===== src/rtl/srfe_defines.vh =====
`ifndef SRFE_DEFINES_VH
`define SRFE_DEFINES_VH

// Command byte field positions.
`define SRFE_CMD_ADDR_HI   7
`define SRFE_CMD_ADDR_LO   3
`define SRFE_CMD_ZERO_BIT  2
`define SRFE_CMD_DIR_BIT   1
`define SRFE_CMD_DONE_BIT  0

// Register number landmarks used by the address sequencer.
`define SRFE_LAST_FIFO_REG 5'h04
`define SRFE_FREEZE_REG    5'h14
`define SRFE_LAST_REG      5'h1F

// Widths and sizes.
`define SRFE_ADDR_W        5
`define SRFE_BYTE_W        8
`define SRFE_FIFO_DEPTH    8
`define SRFE_LAST_BIT      3'h7

// Reset values.
`define SRFE_RST_BYTE      8'h00
`define SRFE_RST_ADDR      5'h00
`define SRFE_RST_BITCNT    3'h0

`endif


===== src/rtl/srfe_sync.v =====
`timescale 1ns/1ps
`default_nettype none

module srfe_sync #(
   parameter WIDTH = 3
) (
   input  wire             core_clk, // Core clock.
   input  wire             srst,     // Synchronous reset, active high.
   input  wire             ce,       // Clock enable.
   input  wire [WIDTH-1:0] async_in, // Inputs from outside the clock domain.
   input  wire [WIDTH-1:0] rst_val,  // Level that the stages hold in reset (constant at top).
   output reg  [WIDTH-1:0] sync_out  // Second stage, safe to read.
);

   reg [WIDTH-1:0] meta_q;

   ////////////////////////////////////////////////////////////////////////////
   // Two stages; only the second stage reads the first.
   always @(posedge core_clk) begin
      if (srst) begin
         meta_q   <= rst_val;
         sync_out <= rst_val;
      end else if (ce) begin
         meta_q   <= async_in;
         sync_out <= meta_q;
      end
   end

endmodule

`default_nettype wire


===== src/rtl/srfe_fifo.v =====
`timescale 1ns/1ps
`default_nettype none

module srfe_fifo #(
   parameter WIDTH = 13,
   parameter DEPTH = 8,
   parameter AW    = 3
) (
   input  wire             core_clk,  // Core clock.
   input  wire             srst,      // Synchronous reset, active high.
   input  wire             ce,        // Clock enable.
   input  wire             in_valid,  // Write side offers a word.
   output wire             in_ready,  // Room for a word.
   input  wire [WIDTH-1:0] in_data,   // Word to store.
   output wire             out_valid, // A word is waiting.
   input  wire             out_ready, // Drain side takes the word.
   output wire [WIDTH-1:0] out_data   // Oldest word.
);

   reg [WIDTH-1:0] mem_q [0:DEPTH-1];
   reg [AW-1:0]    wr_ptr_q;
   reg [AW-1:0]    rd_ptr_q;
   reg [AW:0]      count_q;
   wire            push;
   wire            pop;

   // Honest full and empty from the occupancy count.
   assign in_ready  = (count_q != DEPTH[AW:0]);
   assign out_valid = (count_q != {(AW+1){1'b0}});
   assign out_data  = mem_q[rd_ptr_q];
   assign push      = in_valid & in_ready;
   assign pop       = out_valid & out_ready;

   ////////////////////////////////////////////////////////////////////////////
   // One storage entry per slot, written when the write pointer points at it.
   genvar i;
   generate
      for (i = 0; i < DEPTH; i = i + 1) begin : g_slot
         always @(posedge core_clk) begin
            if (srst) begin
               mem_q[i] <= {WIDTH{1'b0}};
            end else if (ce && push && (wr_ptr_q == i[AW-1:0])) begin
               mem_q[i] <= in_data;
            end
         end
      end
   endgenerate

   ////////////////////////////////////////////////////////////////////////////
   // Pointers wrap at the depth; the count tracks pushes minus pops.
   always @(posedge core_clk) begin
      if (srst) begin
         wr_ptr_q <= {AW{1'b0}};
         rd_ptr_q <= {AW{1'b0}};
         count_q  <= {(AW+1){1'b0}};
      end else if (ce) begin
         if (push) begin
            wr_ptr_q <= (wr_ptr_q == DEPTH[AW-1:0] - 1'b1) ? {AW{1'b0}} : wr_ptr_q + 1'b1;
         end
         if (pop) begin
            rd_ptr_q <= (rd_ptr_q == DEPTH[AW-1:0] - 1'b1) ? {AW{1'b0}} : rd_ptr_q + 1'b1;
         end
         if (push && !pop) begin
            count_q <= count_q + 1'b1;
         end else if (pop && !push) begin
            count_q <= count_q - 1'b1;
         end
      end
   end

endmodule

`default_nettype wire


===== src/rtl/srfe_top.v =====
// What this block does
// - Every serial byte, in and out, travels most significant bit first.
// - Command bits seven to three select the starting register number.
// - Direction one writes data bytes to the register; zero reads it back.
// - In peripheral role, command done flag pulses the stall register flag set.
// - In host role the done flag is ignored, stall register untouched.
// - Full duplex: eight status bits go out while the command arrives.
// - Half duplex: no status during the command byte.
// - Accesses starting at registers zero to four keep the address fixed.
// - Registers five to nineteen advance the address after every data byte.
// - Register twenty holds the address for all further bytes.
// - Registers twenty-one to thirty advance; thirty-one holds.
// - Bits without function in the current role read as zero.
// - Role select switches to host operation and its register map.
// - Peripheral role offers 26 registers, host role 23, same protocol.
// - Select low frames a transfer; select high ignores clock, output floats.
// - Sample input on rising clock edge, change output on falling edge.
// - Command byte: number in seven to three, zero, direction, done flag.
`timescale 1ns/1ps
`default_nettype none
`include "srfe_defines.vh"

module srfe_top #(
   parameter AW    = `SRFE_ADDR_W,
   parameter DW    = `SRFE_BYTE_W,
   parameter DEPTH = `SRFE_FIFO_DEPTH
) (
   input  wire          core_clk,      // Core clock, 40 MHz.
   input  wire          srst,          // Synchronous reset, active high.
   input  wire          ce,            // Clock enable; low freezes all state.
   input  wire          sclk_pin,      // Serial clock from the master.
   input  wire          sel_n_pin,     // Active-low select from the master.
   input  wire          mosi_i,        // Serial data pin, input side.
   output wire          mosi_o,        // Serial data pin, output side (half duplex).
   output wire          mosi_oe,       // High while the block drives the data pin.
   output wire          miso_o,        // Serial data output (full duplex).
   output wire          miso_oe,       // High while the block drives the output pin.
   input  wire          fdx_en,        // High selects full-duplex serial mode.
   input  wire          host_mode,     // Role select: high is host operation.
   input  wire [DW-1:0] status_periph, // Status bits for peripheral role.
   input  wire [DW-1:0] status_host,   // Status bits for host role.
   output wire [AW-1:0] rd_addr,       // Register number being read.
   input  wire [DW-1:0] rd_data,       // Contents of that register.
   input  wire [DW-1:0] rd_mask,       // Ones mark bits that work in this role.
   output wire          rd_strobe,     // One-cycle pulse as a read byte is taken.
   output wire          wr_valid,      // A register write is offered.
   input  wire          wr_ready,      // Register file takes the write.
   output wire [AW-1:0] wr_addr,       // Register number of the write.
   output wire [DW-1:0] wr_data,       // Data of the write.
   output wire          ctl_done,      // One-cycle pulse: set the control done flag.
   output wire          overrun,       // Sticky: a write byte found the buffer full.
   output wire          busy           // High while a transfer is framed.
);

   localparam [2:0] ST_IDLE = 3'b001;
   localparam [2:0] ST_CMD  = 3'b010;
   localparam [2:0] ST_DATA = 3'b100;

   reg  [2:0]       state_q;
   reg  [2:0]       bitcnt_q;
   reg  [DW-1:0]    shin_q;
   reg  [DW-1:0]    tx_q;
   reg              out_bit_q;
   reg  [AW-1:0]    addr_q;
   reg              dir_q;
   reg              load_pend_q;
   reg              rd_strobe_q;
   reg              ctl_done_q;
   reg              overrun_q;
   reg              miso_oe_q;
   reg              mosi_oe_q;
   reg              busy_q;
   reg              sclk_d_q;
   reg              sel_n_d_q;
   reg              wr_valid_q;
   reg  [AW-1:0]    wr_addr_q;
   reg  [DW-1:0]    wr_data_q;
   wire [2:0]       pins_s;
   wire             sclk_s;
   wire             sel_n_s;
   wire             mosi_s;
   wire             sclk_rise;
   wire             sclk_fall;
   wire             sel_fall;
   wire             sel_rise;
   wire [DW-1:0]    byte_in;
   wire             byte_done;
   wire [DW-1:0]    status_sel;
   wire             push;
   wire             fifo_in_ready;
   wire             fifo_out_valid;
   wire             fifo_pop;
   wire [AW+DW-1:0] fifo_out_data;

   ////////////////////////////////////////////////////////////////////////////
   // Address advance after a data byte: fixed on the FIFO registers, on
   // register twenty and on the last register, otherwise one further.
   function [AW-1:0] next_addr;
      input [AW-1:0] a;
      begin
         if (a <= `SRFE_LAST_FIFO_REG) begin
            next_addr = a;
         end else if (a == `SRFE_FREEZE_REG) begin
            next_addr = a;
         end else if (a == `SRFE_LAST_REG) begin
            next_addr = a;
         end else begin
            next_addr = a + 1'b1;
         end
      end
   endfunction

   ////////////////////////////////////////////////////////////////////////////
   // Pins from the master pass two flip-flops; select idles high.
   srfe_sync #(
      .WIDTH (3)
   ) u_sync (
      .core_clk (core_clk),
      .srst     (srst),
      .ce       (ce),
      .async_in ({sclk_pin, sel_n_pin, mosi_i}),
      .rst_val  (3'h2),
      .sync_out (pins_s)
   );

   assign sclk_s  = pins_s[2];
   assign sel_n_s = pins_s[1];
   assign mosi_s  = pins_s[0];

   // Edge detection on the synchronised copies only.
   always @(posedge core_clk) begin
      if (srst) begin
         sclk_d_q  <= 1'b0;
         sel_n_d_q <= 1'b1;
      end else if (ce) begin
         sclk_d_q  <= sclk_s;
         sel_n_d_q <= sel_n_s;
      end
   end

   // Clock edges count only while select is low.
   assign sclk_rise  = sclk_s & ~sclk_d_q & ~sel_n_s;
   assign sclk_fall  = ~sclk_s & sclk_d_q & ~sel_n_s;
   assign sel_fall   = ~sel_n_s & sel_n_d_q;
   assign sel_rise   = sel_n_s & ~sel_n_d_q;
   assign byte_in    = {shin_q[DW-2:0], mosi_s};
   assign byte_done  = sclk_rise & (bitcnt_q == `SRFE_LAST_BIT);
   assign status_sel = host_mode ? status_host : status_periph;
   assign push       = byte_done & (state_q == ST_DATA) & dir_q;

   ////////////////////////////////////////////////////////////////////////////
   // Frame sequencer: command byte, then data bytes until select rises.
   always @(posedge core_clk) begin
      if (srst) begin
         state_q     <= ST_IDLE;
         bitcnt_q    <= `SRFE_RST_BITCNT;
         shin_q      <= `SRFE_RST_BYTE;
         addr_q      <= `SRFE_RST_ADDR;
         dir_q       <= 1'b0;
         load_pend_q <= 1'b0;
         ctl_done_q  <= 1'b0;
         overrun_q   <= 1'b0;
      end else if (ce) begin
         ctl_done_q  <= 1'b0;
         load_pend_q <= 1'b0;
         if (push && !fifo_in_ready) begin
            overrun_q <= 1'b1;
         end
         case (state_q)
            ST_IDLE: begin
               if (sel_fall) begin
                  state_q  <= ST_CMD;
                  bitcnt_q <= `SRFE_RST_BITCNT;
                  addr_q   <= `SRFE_RST_ADDR;
               end
            end
            ST_CMD: begin
               if (sel_rise) begin
                  state_q <= ST_IDLE;
               end else if (sclk_rise) begin
                  shin_q   <= byte_in;
                  bitcnt_q <= bitcnt_q + 1'b1;
                  if (byte_done) begin
                     state_q <= ST_DATA;
                     addr_q  <= byte_in[`SRFE_CMD_ADDR_HI:`SRFE_CMD_ADDR_LO];
                     dir_q   <= byte_in[`SRFE_CMD_DIR_BIT];
                     // Peripheral role only: done flag sets the stall flag.
                     ctl_done_q  <= byte_in[`SRFE_CMD_DONE_BIT] & ~host_mode;
                     load_pend_q <= ~byte_in[`SRFE_CMD_DIR_BIT];
                  end
               end
            end
            ST_DATA: begin
               if (sel_rise) begin
                  state_q <= ST_IDLE;
               end else if (sclk_rise) begin
                  shin_q   <= byte_in;
                  bitcnt_q <= bitcnt_q + 1'b1;
                  if (byte_done) begin
                     addr_q      <= next_addr(addr_q);
                     load_pend_q <= ~dir_q;
                  end
               end
            end
            default: begin
               state_q <= ST_IDLE;
            end
         endcase
      end
   end

   ////////////////////////////////////////////////////////////////////////////
   // Outgoing byte: status at select fall (full duplex only), register data
   // one cycle after each byte boundary of a read, shifted on falling edges.
   always @(posedge core_clk) begin
      if (srst) begin
         tx_q        <= `SRFE_RST_BYTE;
         out_bit_q   <= 1'b0;
         rd_strobe_q <= 1'b0;
      end else if (ce) begin
         rd_strobe_q <= 1'b0;
         if (state_q == ST_IDLE) begin
            if (sel_fall && fdx_en) begin
               out_bit_q <= status_sel[DW-1];
               tx_q      <= {status_sel[DW-2:0], 1'b0};
            end else if (sel_fall) begin
               out_bit_q <= 1'b0;
               tx_q      <= `SRFE_RST_BYTE;
            end
         end else if (load_pend_q) begin
            // Bits with no function in this role read as zero.
            tx_q        <= rd_data & rd_mask;
            rd_strobe_q <= 1'b1;
         end else if (sclk_fall) begin
            out_bit_q <= tx_q[DW-1];
            tx_q      <= {tx_q[DW-2:0], 1'b0};
         end
      end
   end

   ////////////////////////////////////////////////////////////////////////////
   // Output enables follow the synchronised select; half duplex turns the
   // data pin round only for the data phase of a read.
   always @(posedge core_clk) begin
      if (srst) begin
         miso_oe_q <= 1'b0;
         mosi_oe_q <= 1'b0;
         busy_q    <= 1'b0;
      end else if (ce) begin
         miso_oe_q <= ~sel_n_s & fdx_en;
         mosi_oe_q <= ~sel_n_s & ~fdx_en & (state_q == ST_DATA) & ~dir_q;
         busy_q    <= (state_q != ST_IDLE);
      end
   end

   ////////////////////////////////////////////////////////////////////////////
   // Write bytes wait in the buffer until the register file accepts them.
   srfe_fifo #(
      .WIDTH (AW + DW),
      .DEPTH (DEPTH),
      .AW    (3)
   ) u_fifo (
      .core_clk  (core_clk),
      .srst      (srst),
      .ce        (ce),
      .in_valid  (push),
      .in_ready  (fifo_in_ready),
      .in_data   ({addr_q, byte_in}),
      .out_valid (fifo_out_valid),
      .out_ready (fifo_pop),
      .out_data  (fifo_out_data)
   );

   assign fifo_pop = fifo_out_valid & (~wr_valid_q | wr_ready);

   // Registered write port; a stalled register file holds the word.
   always @(posedge core_clk) begin
      if (srst) begin
         wr_valid_q <= 1'b0;
         wr_addr_q  <= `SRFE_RST_ADDR;
         wr_data_q  <= `SRFE_RST_BYTE;
      end else if (ce) begin
         if (fifo_pop) begin
            wr_valid_q <= 1'b1;
            wr_addr_q  <= fifo_out_data[AW+DW-1:DW];
            wr_data_q  <= fifo_out_data[DW-1:0];
         end else if (wr_ready) begin
            wr_valid_q <= 1'b0;
         end
      end
   end

   // Every output comes straight from a flip-flop.
   assign mosi_o    = out_bit_q;
   assign miso_o    = out_bit_q;
   assign mosi_oe   = mosi_oe_q;
   assign miso_oe   = miso_oe_q;
   assign rd_addr   = addr_q;
   assign rd_strobe = rd_strobe_q;
   assign wr_valid  = wr_valid_q;
   assign wr_addr   = wr_addr_q;
   assign wr_data   = wr_data_q;
   assign ctl_done  = ctl_done_q;
   assign overrun   = overrun_q;
   assign busy      = busy_q;

endmodule

`default_nettype wire


===== config.mk =====
export PLATFORM = sky130hd
export DESIGN_NAME = srfe_top
export DESIGN_NICKNAME = d
export VERILOG_FILES = /design/src/rtl/srfe_sync.v /design/src/rtl/srfe_fifo.v /design/src/rtl/srfe_top.v
export VERILOG_INCLUDE_DIRS = /design/src /design/src/rtl
export SDC_FILE = /design/constraint.sdc
export NUM_CORES = 1
export LEC_CHECK = 0
export BUFFER_PORTS_ARGS = -buffer_cell sky130_fd_sc_hd__buf_2
export CAP_MARGIN = 25
export CORE_ASPECT_RATIO = 1.1
export CORE_UTILIZATION = 50
export DETAILED_ROUTE_END_ITERATION = 10
export MAX_ROUTING_LAYER = met4
export PLACE_DENSITY = 0.69
export SLEW_MARGIN = 25
export SYNTH_ARGS = -nofsm -noshare
export SYNTH_HDL_FRONTEND = slang
export SYNTH_SLANG_ARGS = --single-unit
export TNS_END_PERCENT = 50

===== constraint.sdc =====
create_clock -name core_clk -period 2.6 [get_ports core_clk]
set_input_delay 0.39 -clock core_clk [delete_from_list [all_inputs] [get_ports core_clk]]
set_output_delay 0.39 -clock core_clk [all_outputs]
set_load 0.02 [all_outputs]

### After elaboration in Yosys (flattened, before gate mapping)

Memory sizes are Yosys's and may differ from the RTL's. A register that Yosys moved wholly into a read port is not among the register bits.
Index checks and enable logic that the tools add are counted.
W data, S select, Z words.

| storage, ports and cells | value |
|---|---|
| output and inout bits | 27 |
| RAM bits | 104 |
| register bits after elaboration | 54 |
| logic and storage cells | 223 |
| bits of input ports | 41 |
| memories | 1 |

| cells by class | value |
|---|---|
| $add $sub $neg | 6 |
| $lt $le $gt $ge | 1 |
| multiplexer cells | 85 |
| reduce and logical (&&, ||, !) cells | 38 |
| equal/unequal tests | 33 |
| bitwise logic cells | 37 |

Memory list:

| memory | depth | bits a word | read ports | clocked after Yosys merged registers in | wr ports | line | source |
|---|---|---|---|---|---|---|---|
| u_fifo.mem_q | 8 | 13 | 1 | 1 | 8 | srfe_fifo.v:20 | `reg [WIDTH-1:0] mem_q [0:DEPTH-1];` |

Operators with widths:

| cell | number |
|---|---|
| $mux W13 | 8 |
| $mux W5 | 10 |
| $mux W8 | 6 |
| $mux W1 | 45 |
| $mux W3 | 10 |
| $ne A2 B2 Y1 const B | 12 |
| $eq A3 B3 Y1 const B | 7 |
| $and A1 B1 Y1 | 17 |
| $pmux W5 S3 | 1 |
| $reduce_and A5 Y1 | 3 |
| $logic_and A1 B1 Y1 | 13 |
| $reduce_and A12 Y1 | 1 |
| $reduce_and A2 Y1 | 6 |
| $eq A5 B5 Y1 const B | 2 |
| $not A1 Y1 | 10 |
| $add A3 B1 Y3 const B | 3 |
| $eq A3 B2 Y1 const B | 3 |
| $or A1 B1 Y1 | 9 |
| $pmux W3 S3 | 1 |
| $and A8 B8 Y8 | 1 |
| $mux W4 | 2 |
| $reduce_and A4 Y1 | 2 |
| $reduce_bool A2 Y1 | 4 |
| $eq A3 B1 Y1 const B | 2 |
| other kinds (17) | 22 |

### Logic depth before layout (Yosys ltp)

Gate-level depths: netlist of run 1.

| logic depth | value |
|---|---|
| word-level depth | 13 |
| depth in mapped cells | 12 |
| mapped depth without buffers | 12 |

### Hierarchy

A second synthesis of run 1 with hierarchy kept.

| unflattened totals | value |
|---|---|
| cells, all modules | 660 |
| area total of the unflattened synthesis | 8,172.8 µm² |

By module, submodules not included:

| module | times used | seq. area each (µm²) | area an instance (µm²) | cells an instance |
|---|---|---|---|---|
| srfe_fifo | 1 | 3,383.2 | 5,387.7 | 363 |
| srfe_top | 1 | 1,021.0 | 2,497.4 | 283 |
| srfe_sync | 1 | 180.2 | 287.8 | 14 |

### Worst setup path before layout of run 1

Ideal clock, no wire load.

| timing | value |
|---|---|
| path kind | register -> register |
| from | register u_sync.sync_out[1] |
| to | register u_fifo.count_q[3] |
| path buffers | 0 |
| clock period less this slack | 2,358 ps |
| setup time | 128 ps |
| slack | 242 ps |
| data arrival time | 2,230 ps |
| cell stages (with the launch flop) | 12 |
| required time | 2,472 ps |
| path through | dfxtp_1 nor3b_1 nand2_1 nor3b_1 ha_1 inv_1 ha_1 a21o_1 a21oi_1 mux2i_1 xnor2_1 nor2_1 |

| on the way | value |
|---|---|
| cells in the longest elaborated chain, start to end | 10 |
| elaborated cells between the ends (all ways) | 12 |
| classes of those cells | mux: 1; bitwise: 6; reduce/logical: 5 |

RTL lines:

| item | line | source |
|---|---|---|
| start, declared | srfe_sync.v:12 | `output reg [WIDTH-1:0] sync_out` |
| start signal, assigned | srfe_sync.v:22 | `sync_out <= rst_val;` |
| start signal, assigned | srfe_sync.v:25 | `sync_out <= meta_q;` |
| $not A1 Y1 (*) | srfe_top.v:142 | `assign sclk_rise = sclk_s & ~sclk_d_q & ~sel_n_s;` |
| $and A1 B1 Y1 (*) | srfe_top.v:142 |  |
| $and A1 B1 Y1 (*) | srfe_top.v:147 | `` assign byte_done = sclk_rise & (bitcnt_q == `SRFE_LAST_BIT); `` |
| $and A1 B1 Y1 (*) (2 in a row) | srfe_top.v:149 | `assign push = byte_done & (state_q == ST_DATA) & dir_q;` |
| $and A1 B1 Y1 (*) | srfe_fifo.v:31 | `assign push = in_valid & in_ready;` |
| $logic_not A1 Y1 | srfe_fifo.v:65 | `end else if (pop && !push) begin` |
| $logic_and A1 B1 Y1 | srfe_fifo.v:65 |  |
| $reduce_bool A2 Y1 (no source line) | n/a |  |
| $reduce_and A2 Y1 (no source line) | n/a |  |
| end signal, assigned | srfe_fifo.v:55 | `count_q <= {(AW+1){1'b0}};` |
| end signal, assigned | srfe_fifo.v:64 | `count_q <= count_q + 1'b1;` |
| end signal, assigned | srfe_fifo.v:66 | `count_q <= count_q - 1'b1;` |
| end, declared | srfe_fifo.v:23 | `reg [AW:0] count_q;` |

Every way passes the cells marked *; elsewhere a longest branch is shown, timed or not.
A chain may end at the register's enable or synchronous reset.

### Worst setup path after layout of run 1

| timing | value |
|---|---|
| from | register bitcnt_q[0] |
| to | register u_fifo.count_q[3] |

| on the way | value |
|---|---|
| cells in the longest elaborated chain, start to end | 9 |
| elaborated cells between the ends (all ways) | 11 |
| classes of those cells | eq/ne: 1; mux: 1; bitwise: 4; reduce/logical: 5 |

RTL lines:

| item | line | source |
|---|---|---|
| start, declared | srfe_top.v:60 | `reg [2:0] bitcnt_q;` |
| start signal, assigned | srfe_top.v:156 | `` bitcnt_q <= `SRFE_RST_BITCNT; `` |
| start signal, assigned | srfe_top.v:173 | `` bitcnt_q <= `SRFE_RST_BITCNT; `` |
| start signal, assigned | srfe_top.v:182 | `bitcnt_q <= bitcnt_q + 1'b1;` |
| $eq A3 B3 Y1 (no source line) (*) | n/a |  |
| $and A1 B1 Y1 (*) | srfe_top.v:147 |  |
| $and A1 B1 Y1 (*) (2 in a row) | srfe_top.v:149 |  |
| $and A1 B1 Y1 (*) | srfe_fifo.v:31 |  |
| $logic_not A1 Y1 | srfe_fifo.v:65 |  |
| $logic_and A1 B1 Y1 | srfe_fifo.v:65 |  |
| $reduce_bool A2 Y1 (no source line) | n/a |  |
| $reduce_and A2 Y1 (no source line) | n/a |  |

Marked as above.

==> results of run 1 <==
==> timing repair <==
action | in CTS | in global routing
hold buffers | 0 | 0
resized for setup | 0 | 7
hold endpoints to repair | 0 | 0
setup endpoints to repair | 0 | 1
==> power groups by stage <==
stage | registers [W] | logic [W] | clock network, W
after floorplan | 0.00334 | 0.000905 | 0
after global placement | 0.00330 | 0.00132 | 0
after detailed placement | 0.00333 | 0.00136 | 0
after CTS | 0.00327 | 0.00137 | 0.00227
after global routing | 0.00330 | 0.00149 | 0.00237
final | 0.00326 | 0.00136 | 0.00224
==> worst paths after layout <==
kind | to | cells after the start
worst max-delay path | u_fifo.count_q[3] | 12
worst min-delay path | u_sync.meta_q[1] | 2
worst max register to register | u_fifo.count_q[3] | 12
worst min register to register | u_sync.sync_out[1] | 1
==> logic make-up after synthesis <==
logic type	after synthesis
compound gates	116
mux	56
fa+ha+maj	17
flops	171
simple gates	246
buf+inv	68
xor+xnor	5
==> critical path: cells and delay by family (launching register included) <==
family,cells,cell delay [ps]
flip-flops,1,340
buffers and inverters,1,70
adder cells (fa/ha/maj),4,860
AO/OA/AOI/OAI,2,340
multiplexers,1,220
XOR/XNOR,1,140
AND/OR/NAND/NOR,3,350
==> per-stage QoR <==
| stage | utilization, % | hold WS, ps | area (sq um) |
|---|---|---|---|
| final | 58.2 | 162 | 9160 |
| after global routing | 58.2 | 170 | 9160 |
| after CTS | 58.1 | 153 | 9140 |
| after detailed placement | 54.9 | 463 | 8630 |
| after global placement | 54.9 | 453 | 8630 |
| after floorplan | - | 431 | 8080 |
==> registers in the layout (all words and copies together) (netlist names), 3 cells and up <==
name             cells
u_fifo.mem_q       104
tx_q                 8
wr_data              8
shin_q               7
rd_addr              5
wr_addr              5
u_fifo.count_q       4
bitcnt_q             3
state_q              3
u_fifo.rd_ptr_q      3
u_fifo.wr_ptr_q      3
u_sync.meta_q        3
u_sync.sync_out      3
==> routing by layer <==
layer	part of all wire (%)	track usage [%]
met1	44	28.5
met2	50	40.1
met3	4.0	4.71
met4	2.2	9.30
met5	0	-
==> cells in the mapped netlist, types with 2 or more instances <==
cell type    n  share of area, %
a211o_1      2              0.22
a211oi_1    17               1.6
a21o_1       9              0.84
a21oi_1     39               2.4
a22oi_1      7              0.65
a311oi_1     3              0.33
a31oi_1      9              0.70
and2_1      45               3.5
and3_1      68               5.3
and3_4       2              0.28
buf_1        9              0.42
buf_2        9              0.56
buf_4        3              0.28
buf_6        5              0.70
clkbuf_1    30               1.4
clkbuf_2     3              0.19
dfxtp_1     67                17
edfxtp_1   104                39
ha_1        16               2.5
inv_1        9              0.42
mux2i_1     30               3.7
mux4_2      26               7.3
nand2_1     35               1.6
nand2b_1     9              0.70
nand3_1      3              0.19
nor2_1      42               2.0
nor2b_1     17               1.3
nor3_1       2              0.12
nor3b_1      4              0.37
nor3b_2      2              0.31
nor4_1       2              0.15
o21ai_0     13              0.81
o21ai_1      2              0.12
o21bai_1     2              0.19
o22ai_1      9              0.70
or3_1        2              0.15
or4_1        3              0.28
xnor2_1      4              0.43
==> final cells by class <==
class	count	area, sq um
clock buffers	24	462
clock inverters	8	47.5
fillers	1300	6570
inverters	9	33.8
multi-input cells	440	3310
flip-flops and latches	171	4470
well taps	200	250
repair buffers	98	593
==> summary.md, run 1 <==
| Metric | Value |
|---|---|
| Die W | `123 um` |
| Power per standard cell area | `750 mW/mm^2` |
| Post-Layout Cell Count | `950` |
| Share of flip-flops with an asynchronous set or reset | `0%` |
| Area of the core | `0.0157 sq mm` |
| Pint | `0.00497 W` |
| Slowest CP cell | `dfxtp_2` |
| Worst path max stage delay | `340 ps` |
| Share of cells above drive strength 1 | `22.1%` |
| Effective utilization at floorplan | `about half` |
| Clock skew | `9.67 ps` |
| CTS root buf | `clkbuf_16` |
| Row cnt | `48` |
| I/O pins | `between 60 and 70` |
| DRC Markers | `0` |
| Hold Path Class | `input pin to flop` |
| Critical setup path kind | `flop to flop` |
| EDFF count, synth | `104` |
| Slew margin rel. | `52.1%` |
| Worst Path Arrival | `2780 ps` |
| Switching power | `around 0.0019 W` |
| Total CTS buffers | `17` |
| Reg-to-reg slack, setup | `120 ps` |
| Synth warn | `0` |
| Fin. Hold Viols | `0` |
| Global Route Usage Sum | `about 24%` |
| H-tree depth | `4` |
| GR Overflow Total | `0` |
| Synth Area in Adders | `between 2 and 3%` |
| Nets@finish | `795` |
| Status | `finished, final reports clean` |
| 1st-iter DRT viols | `362` |
| Prevailing post-synth register cell | `edfxtp_1` |
| Clock latency on the worst-skew pair | `440 ps` |
| Maxcap violations | `0` |
| # setup viols final | `0` |
| Final TNS setup | `0 ps` |
| Fin crit period | `between 2000 and 2500 ps` |
| Mean post-synth cell area | `11.9 sq um` |
| Simple-Gate Fraction of Synth Area | `17.6%` |
| Worst-margin pin slew | `715 ps` |
| Setup ws final | `121 ps` |
| Reg-to-reg critical path startpoint | `bitcnt_q[0]` |
| Comb power frac | `around 20%` |
| Main combinational cell family by area after synthesis | `simple AND/OR/NAND/NOR gates` |
| DIE HEIGHT | `about 140 um` |
| Pre-CTS setup slack | `42.0 ps` |
| Clock Path Buffers | `2` |
| Sw Share | `around 28%` |
| CP required | `2900 ps` |
| Number of routed nets with antenna violations | `0` |
| Fmax | `403 MHz` |
| Commonest non-fill, non-tap cells in the layout | `edfxtp_1 (104), and3_1 (68), buf_2 (67), dfxtp_1 (65), and2_1 (45)` |
| Total power | `0.00687 W` |
| HP Start | `sel_n_pin` |
| Routed WL per cell | `roughly 19 um` |
| Netlist cell types | `54` |
| Initial antenna violation count | `0` |
| Seq cells post-synth | `between 150 and 200` |
| HPWL after DPL | `about 12 mm` |
| Sequential cell fraction of total power | `47.5%` |
| Ant diodes | `0` |
| Clock power frac | `32.6%` |
| GP Congestion | `about 0.82` |
| Area growth syn-to-layout | `13.5%` |
| Vias per Instance | `between 5 and 6` |
| Sequential share of the synthesized area | `between 50 and 60%` |
| Worst-path cell chain | `ha_1 > ha_2 > nand2_1 > nor3b_2 > ha_2 > inv_2 > ha_1 > a21o_1 > a21oi_2 > mux2i_1 > xnor2_1 > nor2_1` |
| Mapped cell area | `0.00808 sq mm` |
| Worst setup EP type | `flop` |
| CP max FO | `4` |
| Die area | `0.0167 sq mm` |
| Via count | `approximately 5,500` |
| Final wirelength | `18.2 mm` |
| XOR/XNOR share of the synthesized area | `0.542%` |
| Largest net degree at the start of global routing | `65` |
| Vias in the first global route | `about 5,600` |
| Fin. max-slew vios | `0` |
| Placed Cells | `918` |
| Port bufs | `67` |
| Fin crit share | `95.4%` |
| Post-CTS setup buffer count | `0` |
| Global-route wire length before repair | `28.8 mm` |
| Syn Nets | `737` |
| Commonest non-fill, non-tap cell in the layout | `edfxtp_1` |
| DR pass1 iterations | `5` |
| Cells after synthesis | `679` |
| # clock sinks | `171` |
| Leakage power | `3.59 nW` |
| IR drop worst, VDD | `approximately 0.51 mV` |
| CTS tree | `done` |
| CP Launch Type | `flop` |
| Synth Area in Compound Gates | `8.97%` |
| CP Launch Point | `bitcnt_q[0]` |
| Worst-path clk slew | `60 ps` |
| Post-synthesis mux area share | `11.0%` |
Note: power is estimated with default switching activity, not from simulation.
==> run 2: changes to the inputs <==
--- a/config.mk
+++ b/config.mk
@@ -8,11 +8,12 @@
 export LEC_CHECK = 0
 export BUFFER_PORTS_ARGS = -buffer_cell sky130_fd_sc_hd__buf_2
 export CAP_MARGIN = 25
-export CORE_ASPECT_RATIO = 1.1
+export CORE_ASPECT_RATIO = 0.7
 export CORE_UTILIZATION = 50
 export DETAILED_ROUTE_END_ITERATION = 10
 export MAX_ROUTING_LAYER = met4
 export PLACE_DENSITY = 0.69
+export RECOVER_POWER = 50
 export SLEW_MARGIN = 25
 export SYNTH_ARGS = -nofsm -noshare
 export SYNTH_HDL_FRONTEND = slang
==> run 2 against run 1 <==
Against the previous run:
- critical path depth unchanged
- cell count unchanged
- power up 4.8%
- design area up 0.14%
- via count up 2.0%
- first-iteration DRC count up 22%
- register-to-register slack about the same
- wire length up 8.1%
- die area about the same
- clock power up 15%
==> summary.md, run 2 (synthesized netlist as in run 1, its figures left out) <==
| Metric | Value |
|---|---|
| Status | `finished, final reports clean` |
| Via count | `5,594` |
| Max reg flops | `104` |
| Fmax | `403 MHz` |
| Hold Path Class | `input pin to flop` |
| Buffer and inverter count on the worst path | `2` |
| CTS tree | `done` |
| Crit-path leading delay family | `adder cells` |
| Die area | `approximately 0.017 sq mm` |
| # clock sinks | `about 170` |
| DIE HEIGHT | `108 um` |
| Most flops, register | `u_fifo.mem_q` |
| Fin. max-slew vios | `0` |
| CTS root buf | `clkbuf_16` |
| Initial antenna violation count | `0` |
| Die W | `154 um` |
| Worst-path clk slew | `70 ps` |
| Power per standard cell area | `784 mW/mm^2` |
| CP Launch Type | `flop` |
| CTS Hold Bufs | `0` |
| Final wirelength | `19.6 mm` |
| Routed WL per cell | `20.7 um` |
| Area growth syn-to-layout | `13.6%` |
| Slowest CP cell | `dfxtp_1` |
| H-tree depth | `4` |
| GP Congestion | `0.813` |
| HPWL after DPL | `around 13 mm` |
| Worst Path Arrival | `approximately 2800 ps` |
| Fin util | `between 50% and 60%` |
| Clock skew | `14.8 ps` |
| IR drop worst, VDD | `0.495 mV` |
| Global-route wire length before repair | `30.8 mm` |
| Commonest non-fill, non-tap cells in the layout | `edfxtp_1 (104), and3_1 (68), dfxtp_1 (66), nor2_1 (42), and2_1 (42)` |
| Pre-CTS setup slack | `30.7 ps` |
| Clock latency on the worst-skew pair | `430 ps` |
| Dpl cell area | `0.00862 sq mm` |
| Storage element area | `0.00447 sq mm` |
| Setup ws final | `~120 ps` |
| Worst setup EP type | `flop` |
| Fin crit share | `95.5%` |
| Total CTS buffers | `17` |
| CP required | `2910 ps` |
| Vias in the first global route | `around 5,500` |
| I/O pins | `68` |
| 1st-iter DRT viols | `440` |
| Fin. Hold Viols | `0` |
| Global Route Usage Sum | `25.9%` |
| DR pass1 iterations | `5` |
| Total power | `slightly above 0.007 W` |
| Area of the multi-input gates | `between 0.003 and 0.004 sq mm` |
| Effective utilization at floorplan | `51.6%` |
| Final TNS setup | `0 ps` |
| GR Overflow Total | `0` |
| DRC Markers | `0` |
| Port bufs | `67` |
| Leakage power | `3.50 nW` |
| Worst-margin pin slew | `1400 ps` |
| Clock Path Buffers | `2` |
| DR top layer | `met4` |
| Routed met2 length | `8.62 mm` |
| Worst path max stage delay | `360 ps` |
| Slew margin rel. | `6.39%` |
| Largest net degree at the start of global routing | `46` |
| CP max FO | `3` |
| Critical setup path kind | `flop to flop` |
| DR WL met3 | `1.47 mm` |
| Number of routed nets with antenna violations | `0` |
| Maxcap violations | `0` |
| Commonest non-fill, non-tap cell in the layout | `edfxtp_1` |
| Ant diodes | `0` |
| Area of the core | `0.0156 sq mm` |
| Fin crit period | `between 2000 and 2500 ps` |
| Share of cells above drive strength 1 | `18.3%` |
| Vias per Instance | `roughly 6` |
| Nets@finish | `795` |
| Row cnt | `38` |
| Worst-path cell chain | `ha_1 > ha_2 > nand2_2 > nor3b_2 > ha_2 > inv_1 > buf_4 > ha_1 > a21oi_2 > mux2i_1 > xnor2_1 > nor2_1` |
| Metal-1 WL | `9.32 mm` |
| # setup viols final | `0` |
| Post-route cell area | `0.00918 sq mm` |
| # fillers | `1,257` |
-- run 2: cell count changes in the layout (fill, tap and decap cells not counted), sizes merged --
cell      change
buf          -37
clkbuf       +31
inv           +7
clkinvlp      -2
clkinv        -1
bufinv        +2
-- run 2: final cells by class --
class | count | area share (%)
Multi-Input combinational cell | 440 | 36.2
Timing Repair Buffer | 98 | 5.63
Tap cell | 200 | 2.73
Inverter | 9 | 0.368
Clock inverter | 14 | 1.72
Clock buffer | 18 | 4.68
Sequential cell | 171 | 48.7
-- run 2: stage by stage --
| stage | hold slack (ps) | instances |
|---|---|---|
| 2_1_floorplan | 431 | 679 |
| 3_3_place_gp | 450 | 918 |
| 3_5_place_dp | 452 | 918 |
| 4_1_cts | 152 | 950 |
| 5_1_grt | 150 | 950 |
| 6_report | 161 | 950 |
-- run 2: worst paths after layout --
check,end,slack [ps],from,depth (start not counted)
worst max-delay path,u_fifo.count_q[3],120,bitcnt_q[0],12
worst min-delay path,u_sync.meta_q[1],160,sel_n_pin,2
worst max register to register,u_fifo.count_q[3],120,bitcnt_q[0],12
worst min register to register,u_sync.sync_out[1],470,u_sync.meta_q[1],1
-- run 2: metal layers --
layer / global-route usage (%) / vias up
met2: 38.0 / 190
met1: 36.0 / 2763
li1: - / 2624
met4: 8.57 / 0
met3: 5.53 / 17
met5: - / -
-- run 2: what timing repair did --
item                                    CTS  global route
gates resized for setup                   0             8
setup buffers                             0             0
endpoints found under the setup margin    0             3
-- run 2: power breakdown --
group	total (W)	leakage [nW]	switching, W	internal [W]
Sequential	0.00324	1.53	0.000158	0.00308
Clock	0.00257	0.287	0.00113	0.00144
Combinational	0.00139	1.68	0.000781	0.000604
Total	0.00720	3.50	0.00207	0.00513
